--- src/core/csf_pkg.sv ---
// shared constants for the card status and file coding block
// used by csf_core, csf_text_pack and the bench; no clock or state here
package csf_pkg;
    // status byte values
    localparam logic [7:0] SB_OK = 8'h90;
    localparam logic [7:0] SB_PROACTIVE = 8'h91;
    localparam logic [7:0] SB_MEMORY = 8'h92;
    localparam logic [7:0] SB_BUSY = 8'h93;
    localparam logic [7:0] SB_REFER = 8'h94;
    localparam logic [7:0] SB_SECURITY = 8'h98;
    localparam logic [7:0] SB_DL_ERROR = 8'h9e;
    localparam logic [7:0] SB_LENGTH = 8'h9f;
    localparam logic [7:0] SB_BAD_P3 = 8'h67;
    localparam logic [7:0] SB_BAD_P1P2 = 8'h6b;
    localparam logic [7:0] SB_BAD_INS = 8'h6d;
    localparam logic [7:0] SB_BAD_CLASS = 8'h6e;
    localparam logic [7:0] SB_TECH = 8'h6f;
    localparam logic [7:0] SB2_NONE = 8'h00;
    localparam logic [7:0] SB2_OUT_OF_RANGE = 8'h02;
    localparam logic [7:0] SB2_MEM_PROBLEM = 8'h40;
    localparam logic [7:0] SB2_NOT_FOUND = 8'h04;
    // stored data coding
    localparam logic [7:0] UNASSIGNED_BYTE = 8'hff;
    localparam logic [7:0] LAC_DELETED_BYTE = 8'hfe;
    localparam logic [3:0] PAD_NIBBLE = 4'hf;
    localparam int TEXT_MSB = 7;
    // file identifiers
    localparam logic [15:0] FID_CARD_ID = 16'h2fe2;
    localparam logic [15:0] FID_LANG = 16'h2f05;
    localparam int CARD_ID_BYTES = 10;
    localparam int LANG_ENTRY_BYTES = 2;
    localparam int LANG_ENTRIES = 4;
    localparam int LEGACY_ID_DIGITS = 20;
    localparam int MF_FILE_COUNT = 2;
    // status class columns of the command table
    typedef enum logic [4:0] {
        SC_OK, SC_PRO, SC_DLE, SC_LEN, SC_BUSY, SC_RETRY, SC_MEM,
        SC_NOEF, SC_RANGE, SC_NOTFND, SC_INCONS, SC_NOCHV, SC_ACCESS,
        SC_CHVST, SC_INVST, SC_BLOCKED, SC_MAXVAL, SC_P3, SC_P1P2,
        SC_INS, SC_CLA, SC_TECH
    } csf_class_t;
    localparam int NUM_CLASS = 22;
    // commands in the order of the table
    typedef enum logic [4:0] {
        CMD_SELECT, CMD_STATUS, CMD_UPD_BIN, CMD_UPD_REC, CMD_RD_BIN,
        CMD_RD_REC, CMD_SEEK1, CMD_SEEK2, CMD_INCREASE, CMD_VERIFY,
        CMD_CHANGE, CMD_DISABLE, CMD_ENABLE, CMD_UNBLOCK, CMD_INVAL,
        CMD_REHAB, CMD_RUN_ALG, CMD_SLEEP, CMD_GET_RESP, CMD_TERM_PROF,
        CMD_ENVELOPE, CMD_FETCH, CMD_TERM_RESP
    } csf_cmd_t;
    localparam int NUM_CMD = 23;
    // permitted class mask per command, bit i = class i
    function automatic logic [21:0] csf_allowed(input csf_cmd_t c);
        logic [21:0] m;
        m = 22'h0;
        m[SC_OK] = 1'b1;
        m[SC_MEM] = 1'b1;
        m[SC_P3] = 1'b1;
        m[SC_P1P2] = 1'b1;
        m[SC_CLA] = 1'b1;
        m[SC_TECH] = 1'b1;
        case (c)
            CMD_SELECT, CMD_STATUS: begin
                m[SC_PRO] = 1'b1;
                m[SC_LEN] = 1'b1;
                m[SC_NOTFND] = 1'b1;
            end
            CMD_UPD_BIN, CMD_UPD_REC, CMD_RD_BIN, CMD_RD_REC: begin
                m[SC_PRO] = 1'b1;
                m[SC_RETRY] = (c == CMD_UPD_BIN) || (c == CMD_UPD_REC);
                m[SC_NOEF] = 1'b1;
                m[SC_RANGE] = 1'b1;
                m[SC_INCONS] = 1'b1;
                m[SC_ACCESS] = 1'b1;
                m[SC_INVST] = 1'b1;
            end
            CMD_SEEK1, CMD_SEEK2, CMD_INCREASE: begin
                m[SC_PRO] = 1'b1;
                m[SC_LEN] = (c == CMD_INCREASE);
                m[SC_RETRY] = (c == CMD_INCREASE);
                m[SC_NOEF] = 1'b1;
                m[SC_NOTFND] = 1'b1;
                m[SC_INCONS] = 1'b1;
                m[SC_ACCESS] = 1'b1;
                m[SC_INVST] = 1'b1;
                m[SC_MAXVAL] = (c == CMD_INCREASE);
            end
            CMD_VERIFY, CMD_CHANGE, CMD_DISABLE, CMD_ENABLE,
            CMD_UNBLOCK: begin
                m[SC_PRO] = 1'b1;
                m[SC_RETRY] = 1'b1;
                m[SC_NOCHV] = 1'b1;
                m[SC_ACCESS] = 1'b1;
                m[SC_CHVST] = 1'b1;
                m[SC_BLOCKED] = 1'b1;
            end
            CMD_INVAL, CMD_REHAB: begin
                m[SC_PRO] = 1'b1;
                m[SC_RETRY] = 1'b1;
                m[SC_NOEF] = 1'b1;
                m[SC_ACCESS] = 1'b1;
                m[SC_INVST] = 1'b1;
            end
            CMD_RUN_ALG: begin
                m[SC_LEN] = 1'b1;
                m[SC_INCONS] = 1'b1;
                m[SC_ACCESS] = 1'b1;
            end
            CMD_SLEEP, CMD_GET_RESP: m[SC_PRO] = 1'b1;
            CMD_TERM_PROF, CMD_ENVELOPE: begin
                m[SC_PRO] = 1'b1;
                m[SC_DLE] = (c == CMD_ENVELOPE);
                m[SC_LEN] = (c == CMD_ENVELOPE);
                m[SC_BUSY] = (c == CMD_ENVELOPE);
                m[SC_RETRY] = 1'b1;
            end
            default: begin
                m[SC_PRO] = 1'b1;
                m[SC_RETRY] = 1'b1;
            end
        endcase
        return m;
    endfunction
endpackage

--- src/core/csf_text_pack.sv ---
// codes one identification digit pair into one byte and one seven-bit text byte
// purely combinational; csf_core registers every result
`timescale 1ns/100ps
module csf_text_pack
    import csf_pkg::*;
(
    input wire logic [3:0] digit_lo,
    input wire logic [3:0] digit_hi,
    input wire logic lo_valid,
    input wire logic hi_valid,
    input wire logic legacy_order,
    input wire logic [7:0] text_in,
    output logic [7:0] id_byte,
    output logic [7:0] text_byte
);
    logic [3:0] first;
    logic [3:0] second;
    always_comb begin
        first = lo_valid ? digit_lo : PAD_NIBBLE;
        second = hi_valid ? digit_hi : PAD_NIBBLE;
        id_byte = legacy_order ? {first, second} : {second, first};
        text_byte = {1'b0, text_in[TEXT_MSB-1:0]};
    end
endmodule

--- src/core/csf_core.sv ---
// status answer generator and master-file store coding for the card
// assumes one request pulse per command from same-clock command logic
`timescale 1ns/100ps
module csf_core
    import csf_pkg::*;
#(
    parameter int ID_DIGITS = 20
)(
    input wire logic clk,
    input wire logic rstn,
    input wire logic cmd_valid,
    input wire csf_cmd_t cmd,
    input wire csf_class_t result,
    input wire logic [7:0] result_detail,
    input wire logic [7:0] resp_len,
    input wire logic proactive_pending,
    input wire logic card_toolkit,
    input wire logic term_toolkit,
    input wire logic record_out_of_range,
    input wire logic store_we,
    input wire logic [15:0] store_fid,
    input wire logic [4:0] store_index,
    input wire logic [1:0] store_op,
    input wire logic [7:0] store_data,
    input wire logic [3:0] id_digit_lo,
    input wire logic [3:0] id_digit_hi,
    input wire logic id_lo_valid,
    input wire logic id_hi_valid,
    input wire logic legacy_order,
    input wire logic rd_en,
    input wire logic [15:0] rd_fid,
    input wire logic [4:0] rd_index,
    output logic status_valid,
    output logic [7:0] status_byte_first,
    output logic [7:0] status_byte_second,
    output logic rd_valid,
    output logic [7:0] rd_data,
    output logic rd_absent
);
    localparam int LANG_BYTES = LANG_ENTRIES * LANG_ENTRY_BYTES;
    localparam logic [1:0] OP_WRITE = 2'd0;
    localparam logic [1:0] OP_CLEAR = 2'd1;
    localparam logic [1:0] OP_DELETE = 2'd2;

    typedef enum logic [1:0] {ST_IDLE, ST_DEFER} csf_seek_t;

    typedef struct packed {
        logic status_valid;
        logic [7:0] sb1;
        logic [7:0] sb2;
        csf_seek_t seek;
        logic [7:0] defer_len;
        logic [CARD_ID_BYTES*8-1:0] id_mem;
        logic [LANG_BYTES*8-1:0] lang_mem;
        logic [LANG_ENTRIES-1:0] lang_used;
        logic rd_valid;
        logic [7:0] rd_data;
        logic rd_absent;
    } csf_state_t;

    csf_state_t s;
    csf_state_t next_s;
    logic [7:0] id_byte;
    logic [7:0] text_byte;
    logic toolkit_ok;
    logic [7:0] sb1_of;
    logic [7:0] sb2_of;
    logic pro_allowed;
    logic [21:0] cmd_allowed;

    csf_text_pack u_pack (
        .digit_lo(id_digit_lo),
        .digit_hi(id_digit_hi),
        .lo_valid(id_lo_valid),
        .hi_valid(id_hi_valid),
        .legacy_order(legacy_order),
        .text_in(store_data),
        .id_byte(id_byte),
        .text_byte(text_byte)
    );

    assign toolkit_ok = card_toolkit && term_toolkit;
    // a function result cannot be bit-selected inside a property
    assign cmd_allowed = csf_allowed(cmd);

    always_comb begin
        csf_class_t cls;
        logic [21:0] allowed;
        logic [7:0] len;
        int bi;
        cls = result;
        allowed = csf_allowed(cmd);
        len = resp_len;
        bi = 0;
        next_s = s;
        next_s.status_valid = 1'b0;
        next_s.rd_valid = 1'b0;
        if (record_out_of_range && cls == SC_P1P2) begin
            cls = SC_RANGE;
        end
        pro_allowed = proactive_pending && toolkit_ok &&
            allowed[SC_PRO] && cmd != CMD_SEEK2;
        // second seek defers the proactive pair
        if (cmd == CMD_GET_RESP && s.seek == ST_DEFER) begin
            pro_allowed = toolkit_ok;
            len = s.defer_len;
        end
        if (cls == SC_OK && pro_allowed) begin
            cls = SC_PRO;
        end
        if ((cls == SC_PRO || cls == SC_BUSY || cls == SC_DLE) &&
            !toolkit_ok) begin
            cls = SC_TECH;
        end
        // fall back to a permitted error
        if (!allowed[cls]) begin
            cls = SC_TECH;
        end
        sb1_of = SB_OK;
        sb2_of = SB2_NONE;
        case (cls)
            SC_OK: begin
                if (len != 8'h00 && allowed[SC_LEN]) begin
                    sb1_of = SB_LENGTH;
                    sb2_of = len;
                end
            end
            SC_PRO: begin
                sb1_of = SB_PROACTIVE;
                sb2_of = len;
            end
            SC_DLE: begin
                sb1_of = SB_DL_ERROR;
                sb2_of = len;
            end
            SC_LEN: begin
                sb1_of = SB_LENGTH;
                sb2_of = len;
            end
            SC_BUSY: sb1_of = SB_BUSY;
            SC_RETRY: begin
                sb1_of = SB_MEMORY;
                sb2_of = {4'h0, result_detail[3:0]};
            end
            SC_MEM: begin
                sb1_of = SB_MEMORY;
                sb2_of = SB2_MEM_PROBLEM;
            end
            SC_NOEF: sb1_of = SB_REFER;
            SC_RANGE: begin
                sb1_of = SB_REFER;
                sb2_of = SB2_OUT_OF_RANGE;
            end
            SC_NOTFND: begin
                sb1_of = SB_REFER;
                sb2_of = SB2_NOT_FOUND;
            end
            SC_INCONS: begin
                sb1_of = SB_REFER;
                sb2_of = 8'h08;
            end
            SC_NOCHV: begin
                sb1_of = SB_SECURITY;
                sb2_of = 8'h02;
            end
            SC_ACCESS: begin
                sb1_of = SB_SECURITY;
                sb2_of = 8'h04;
            end
            SC_CHVST: begin
                sb1_of = SB_SECURITY;
                sb2_of = 8'h08;
            end
            SC_INVST: begin
                sb1_of = SB_SECURITY;
                sb2_of = 8'h10;
            end
            SC_BLOCKED: begin
                sb1_of = SB_SECURITY;
                sb2_of = 8'h40;
            end
            SC_MAXVAL: begin
                sb1_of = SB_SECURITY;
                sb2_of = 8'h50;
            end
            SC_P3: begin
                sb1_of = SB_BAD_P3;
                sb2_of = len;
            end
            SC_P1P2: sb1_of = SB_BAD_P1P2;
            SC_INS: sb1_of = SB_BAD_INS;
            SC_CLA: sb1_of = SB_BAD_CLASS;
            default: sb1_of = SB_TECH;
        endcase
        if (cmd_valid) begin
            next_s.status_valid = 1'b1;
            next_s.sb1 = sb1_of;
            next_s.sb2 = sb2_of;
            if (cmd == CMD_SEEK2 && proactive_pending && toolkit_ok) begin
                next_s.seek = ST_DEFER;
                next_s.defer_len = resp_len;
            end else if (cmd == CMD_GET_RESP) begin
                next_s.seek = ST_IDLE;
            end
        end
        if (store_we && store_fid == FID_CARD_ID &&
            int'(store_index) < CARD_ID_BYTES) begin
            bi = int'(store_index);
            // digits past id length stay padding
            if (2 * bi >= ID_DIGITS) begin
                next_s.id_mem[bi*8 +: 8] = UNASSIGNED_BYTE;
            end else if (store_op == OP_WRITE) begin
                next_s.id_mem[bi*8 +: 8] = id_byte;
            end else begin
                next_s.id_mem[bi*8 +: 8] = UNASSIGNED_BYTE;
            end
        end
        if (store_we && store_fid == FID_LANG &&
            int'(store_index) < LANG_BYTES) begin
            bi = int'(store_index);
            if (store_op == OP_CLEAR) begin
                next_s.lang_mem[bi*8 +: 8] = UNASSIGNED_BYTE;
                next_s.lang_used[bi/LANG_ENTRY_BYTES] = 1'b0;
            end else if (store_op == OP_DELETE) begin
                next_s.lang_mem[bi*8 +: 8] = LAC_DELETED_BYTE;
                next_s.lang_used[bi/LANG_ENTRY_BYTES] = 1'b1;
            end else begin
                next_s.lang_mem[bi*8 +: 8] = text_byte;
                next_s.lang_used[bi/LANG_ENTRY_BYTES] = 1'b1;
            end
        end
        if (rd_en) begin
            next_s.rd_valid = 1'b1;
            next_s.rd_absent = 1'b1;
            next_s.rd_data = UNASSIGNED_BYTE;
            bi = int'(rd_index);
            if (rd_fid == FID_CARD_ID && bi < CARD_ID_BYTES) begin
                next_s.rd_absent = 1'b0;
                next_s.rd_data = s.id_mem[bi*8 +: 8];
            end else if (rd_fid == FID_LANG && bi < LANG_BYTES) begin
                next_s.rd_absent = ~|(s.lang_used >> (bi / LANG_ENTRY_BYTES));
                next_s.rd_data = s.lang_mem[bi*8 +: 8];
            end
        end
    end

    always_ff @(posedge clk) begin
        if (!rstn) begin
            s <= '0;
            s.seek <= ST_IDLE;
            s.id_mem <= {CARD_ID_BYTES{UNASSIGNED_BYTE}};
            s.lang_mem <= {LANG_BYTES{UNASSIGNED_BYTE}};
        end else begin
            s <= next_s;
        end
    end

    assign status_valid = s.status_valid;
    assign status_byte_first = s.sb1;
    assign status_byte_second = s.sb2;
    assign rd_valid = s.rd_valid;
    assign rd_data = s.rd_data;
    assign rd_absent = s.rd_absent;
endmodule

--- config.mk ---
export PLATFORM = sky130hd
export DESIGN_NAME = csf_core
export DESIGN_NICKNAME = d
export VERILOG_FILES = /design/src/core/csf_pkg.sv /design/src/core/csf_text_pack.sv /design/src/core/csf_core.sv
export SDC_FILE = /design/constraint.sdc
export NUM_CORES = 1
export LEC_CHECK = 0
export BUFFER_PORTS_ARGS = -buffer_cell sky130_fd_sc_hd__buf_2
export CORE_UTILIZATION = 60
export CTS_CLUSTER_DIAMETER = 50
export CTS_CLUSTER_SIZE = 24
export DETAILED_ROUTE_END_ITERATION = 6
export PLACE_DENSITY = 0.91
export SYNTH_ARGS = -nofsm -noshare
export SYNTH_HDL_FRONTEND = slang
export SYNTH_SLANG_ARGS = --single-unit
export TNS_END_PERCENT = 20
--- constraint.sdc ---
create_clock -name clk -period 4.7 [get_ports clk]
set_input_delay 0.235 -clock clk [delete_from_list [all_inputs] [get_ports clk]]
set_output_delay 0.235 -clock clk [all_outputs]
set_load 0.05 [all_outputs]
# [After elaboration in Yosys (flattened, before gate mapping)]
# Cells that the tools add are included.
[classes] n_addsub=1 magnitude_cmp=8 eq_ne=52 n_shift=10 n_mux=44 n_bitwise=3 reduce_logical=50
[op_table] op="bitwise mux 64 bit" n=3
[op_table] op="bitwise mux 80 bit" n=2
[op_table] op="two-way mux 80 bit" n=2
[op_table] op="two-way mux 68 bit" n=2
[op_table] op="variable part select 8 x 33 -> 64 bit, first input constant" n=2
[op_table] op="one-hot mux 8 bit (12 select lines)" n=1
[op_table] op="== test 5 x 4 -> 1 bit, second input constant" n=16
[op_table] op="variable shift 8 x 33 -> 80 bit, first input constant" n=1
[op_table] op="variable part select 8 x 33 -> 80 bit" n=1
[op_table] op="variable part select 8 x 33 -> 80 bit, first input constant" n=1
[op_table] op="variable part select 80 x 9 -> 8 bit" n=1
[op_table] op="one-hot mux 8 bit (9 select lines)" n=1
[op_table] op="== test 16 x 14 -> 1 bit, second input constant" n=4
[op_table] op="variable shift 8 x 33 -> 64 bit, first input constant" n=1
[op_table] op="variable part select 64 x 9 -> 8 bit" n=1
[op_table] op="variable part select 8 x 33 -> 64 bit" n=1
[op_table] op="== test 5 bit, second input constant" n=11
[op_table] op="== test 5 x 3 -> 1 bit, second input constant" n=9
[op_table] op="negation 8 -> 33 bit" n=1
[op_table] op="two-way mux 8 bit" n=4
[op_table] op="two-way mux 27 bit" n=1
[op_table] op="== test 5 x 2 -> 1 bit, second input constant" n=5
[op_table] op="< comparator 5 x 4 -> 1 bit, second input constant" n=4
[op_table] op="two-way mux 5 bit" n=4
[op_table] op="36 further kinds" n=89
[totals] ff_bits=185 input_bits=98 out_inout_bits=27 wordCells=179

# [Longest topological paths before layout]
[depth] depth_word=19 mapped_depth=15 ltp_nobuf=13

# [Hierarchy]
# Synthesis repeated with hierarchy kept, for this count alone.
[hier_totals] hier_cells=1182 hier_area_um2=10416.2
[by_module_without_submodules] module="csf_core" instances=1 cells_each=1147 area_per_inst_um2=10186.0 seq_area_each_um2=3643.5
[by_module_without_submodules] module="csf_text_pack" instances=1 cells_each=35 area_per_inst_um2=230.2 seq_area_each_um2=0.0

# [Worst setup path before layout]
# Ideal clock, no wire load.
[synth_path] path_type="in2reg" from="input store_index[0]" to="register s[39] (netlist name)" setup_time_ns=0.129 arrival_time_ns=3.189 required_ns=4.571 setup_slack_ns=1.382 cell_stages=14 n_path_buf=1 cell_sequence="clkbuf_1 -> inv_1 -> ha_1 -> nand2b_1 -> or2_2 -> inv_1 -> ha_1 -> or4b_2 -> nand2b_1 -> nor2_1 -> nand2_1 -> o21ai_1 -> o2bb2ai_1 -> nand2_1"
[synth_between] elab_chain_len=5 word_cells_on_any_way=12 classes_between="1 x add/sub; 1 x order compare; 4 x shift; 5 x mux; 1 x reduce/logical"
[synth_rtl] item="start, declared" line_no="csf_core.sv:22" rtl="input wire logic [4:0] store_index,"
[synth_rtl] item="negation 8 -> 33 bit" line_no="csf_core.sv:222, csf_core.sv:225, csf_core.sv:228"
[synth_rtl] item="variable part select 8 x 33 -> 64 bit (tied with other cells)" line_no="csf_core.sv:228" rtl="next_s.lang_mem[bi*8 +: 8] = text_byte;"
[synth_rtl] item="bitwise mux 64 bit, on equally long branches" line_no="csf_core.sv:228, csf_core.sv:225"
[synth_rtl] item="two-way mux 68 bit" line_no="csf_core.sv:224" rtl="end else if (store_op == OP_DELETE) begin"
[synth_rtl] item="two-way mux 68 bit" line_no="csf_core.sv:221" rtl="if (store_op == OP_CLEAR) begin"
[synth_rtl] item="end signal, assigned" line_no="csf_core.sv:254" rtl="s <= next_s;"
[synth_rtl] item="end, declared" line_no="csf_core.sv:61" rtl="csf_state_t s;"
# Parallel ways exist; a longest one is shown, timed or not.
# A chain may end at the register's enable or synchronous reset.

# [Final worst setup path]
[layout_path] from="input store_index[0]" to="register s[25] (netlist name)"
# Same word-level chain as after synthesis.

==> qor.txt <==
post-route ant nets: 0
DP Wirelength: 19,500 µm
hold buffers post-CTS: 0
Final Cycle Share: 76.5%
synth unique cells: 73
Reg area: 3640 µm²
P&R area growth vs syn: 10.6%
TritonCTS clock tree: built
minimum clock period: 3.60 ns
Buf+Inv Stages, Crit Path: 3
Arrival @ worst endpoint: 3.89 ns
worst slew pin tran: 1.11 ns
Rows: 46
Crit Path Category: in -> reg
Crit path max-delay family: simple AND/OR/NAND/NOR gates
mapped cell area: 9960 µm²
worst-path cell chain: buf_2, inv_1, ha_1, nand2b_1, or2_2, inv_1, ha_1, or4b_2, nand2b_1, nor2_1, nand2_1, o21ai_1, o2bb2ai_1, nand2_1
Ports: 125
Worst Skew: 0.00917 ns
syn_area_per_cell: 8.33 µm²
Sink Count: 182
Multi-input gate area: 5740 µm²
Sum Neg Setup Slack: 0 ns
DR vias/cell: 6.58
nets: 1,347
Worst Setup End Kind: register
fraction of layout cells with a size suffix above 1: 17.9%
power per cell area: 314 nW/µm²
Final Hold Violating Endpoints: 0
CP max stage delay: 0.62 ns
Synth area leader: dfxtp_1
Lkg Pwr: 4.55 nW
Mapped Cells: 1,195
post-synth top area share: 36.6%
Post-synth EDFFs: 0
IO Port Bufs: 119
via count: 9,668
top cells by area, synth: dfxtp_1 37%, mux4_2 7.2%, nand2_1 6.5%
Clock Latency Late Sink: 0.44 ns
clk slew on worst S/H paths: 0.07 ns
VDD IR max: 0.000292 V
Num CTS Buffers: 17
Seq/Total Area, Yosys: 36.6%
Ys Warns: 0
startpoint types: input port
count leader, synth: dfxtp_1
first-pass GRT wire length: 44,700 µm
Req. time, crit path: 4.99 ns
RSZ-0062 raised after global routing: no
outcome: finished clean
initial antenna violation count: 0
largest net degree at the start of global routing: 105
setup bufs post-CTS: 0
share of flip-flops with an asynchronous set or reset: 0%
DR iter-0 viols: 1,154
die width: 131 µm
Hold/Removal Path Class: in -> reg
Top FF cell, synth: dfxtp_1
vias in the first global route: 8,833
worst-path fanout max: 12
Routed wire per std cell: 18.9 µm
Tot Pwr: 3.45 mW
Die Y: 131 µm
Final Max Tran Viols: 0
ANT cells: 0
Post-Route WL: 27,800 µm
DRC Markers: 0
GRT Residual Overflow: 0
die area: 17,100 µm²
core footprint: 16,100 µm²
Slowest-stage cell, CP: or4b_2
# setup viols final: 0
drt first pass iters: 6
clk buf depth: 2
Synth Register Bits: 182
fmax: 278 MHz
GRT Util Overall: 33.4%
gpl congestion: 0.961
commonest cells in the netlist: 182 x dfxtp_1, 173 x nand2_1, 117 x nor2_1, 94 x a21oi_1, 84 x o21ai_0
syn_nets: 1,302
Max-cap violations: 0
Slew headroom: 25.1%
initial core utilization: 62.0%
root buffer cell: clkbuf_16
Fill cells: 1,211
Post-CTS Resized: 0
H-tree depth: 4
flip-flops by register name, indices dropped and copies added, names as in the netlist, named ones only:
name and cells:
s 153, rd_data 8, status_byte_second 8, status_byte_first 6
rd_absent 1, rd_valid 1, status_valid 1
cell usage in the layout (no fill, tap or decap), types with 5 or more instances in the layout:
cell         n
or4_1        7
o21ai_1     11
nor2b_1     11
nand3_1     18
mux2_2       8
clkbuf_16   17
a21oi_1     94
nand2_1    173
o21ai_0     84
nor3b_1      8
ha_1         9
nor3_1      23
nor2_1     117
mux2i_1     41
mux4_2      32
inv_1       25
nor4_1      15
buf_4        9
a31oi_1     19
and2_1       8
nor4b_1      5
buf_2      118
o311ai_0     9
o2bb2ai_1   18
and3_1       5
dfxtp_1    182
or2_2        8
o22ai_1     15
o211ai_1    54
nand2b_1    10
stage by stage:
stage | util [%] | setup slack, ns | hold slack [ns] | area [µm²] | instances
after global routing | 68.6 | 0.972 | 0.0695 | 11000 | 1469
after floorplan | - | 1.38 | 0.379 | 9960 | 1195
after detailed placement | 64.8 | 0.962 | 0.450 | 10400 | 1437
final | 68.6 | 1.10 | 0.0523 | 11000 | 1469
after CTS | 68.6 | 1.25 | 0.0476 | 11000 | 1469
after global placement | 64.8 | 1.05 | 0.440 | 10400 | 1437
routing by layer:
metal / GRT usage, % / share of wire (%)
met5: 0 / 0
met4: 15.1 / 3.0
met3: 7.53 / 9.9
met2: 53.0 / 47
met1: 43.5 / 40
where the power goes:
| group | internal (mW) | switching (mW) | leakage, nW |
|---|---|---|---|
| sequential | 1.56 | 0.00923 | 1.48 |
| clock | 0.812 | 0.654 | 0.292 |
| combinational | 0.133 | 0.289 | 2.78 |
layout make-up:
cell class | instances | share of cell area [%]
timing repair buffer | 127 | 5.98
clock buffer | 18 | 3.99
multi-input combinational | 887 | 52.1
clock inverter | 14 | 1.50
tap | 216 | 2.45
inverter | 25 | 0.852
sequential | 182 | 33.1
worst register-to-register path, cell delays in order (launching register included):
cell and delay [ns]:
dfxtp_1 0.33, nand2_1 0.08, nor3_4 0.44, o31ai_2 0.22, o2111ai_4 0.40, o221a_4 0.29
o21ai_4 0.10, a21oi_4 0.31, nand4_1 0.17, a41oi_1 0.23
final timing paths:
path / start / to / slack [ns] / depth (start not counted)
max: store_index[0] / s[25]$_SDFFE_PN1P_ / 1.10 / 14
min: resp_len[3] / s[161]$_SDFFE_PN0P_ / 0.05 / 3
max reg2reg: s[166]$_SDFFE_PN0P_ / status_byte_first[3]$_SDFFE_PN0P_ / 2.06 / 9
min reg2reg: status_byte_second[7]$_SDFFE_PN0P_ / status_byte_second[7]$_SDFFE_PN0P_ / 0.47 / 2
logic make-up (layout without fill, tap and decap cells):
kind of cell | count (synthesis) | after routing | synth area share [%]
compound gates | 355 | 355 | 23.1
flops | 182 | 182 | 36.6
fa+ha+maj | 9 | 9 | 1.13
simple gates | 438 | 438 | 20.8
mux | 81 | 81 | 12.3
buf+inv | 126 | 184 | 5.74
xor+xnor | 4 | 4 | 0.352
Power figures use the tool's default switching activity.
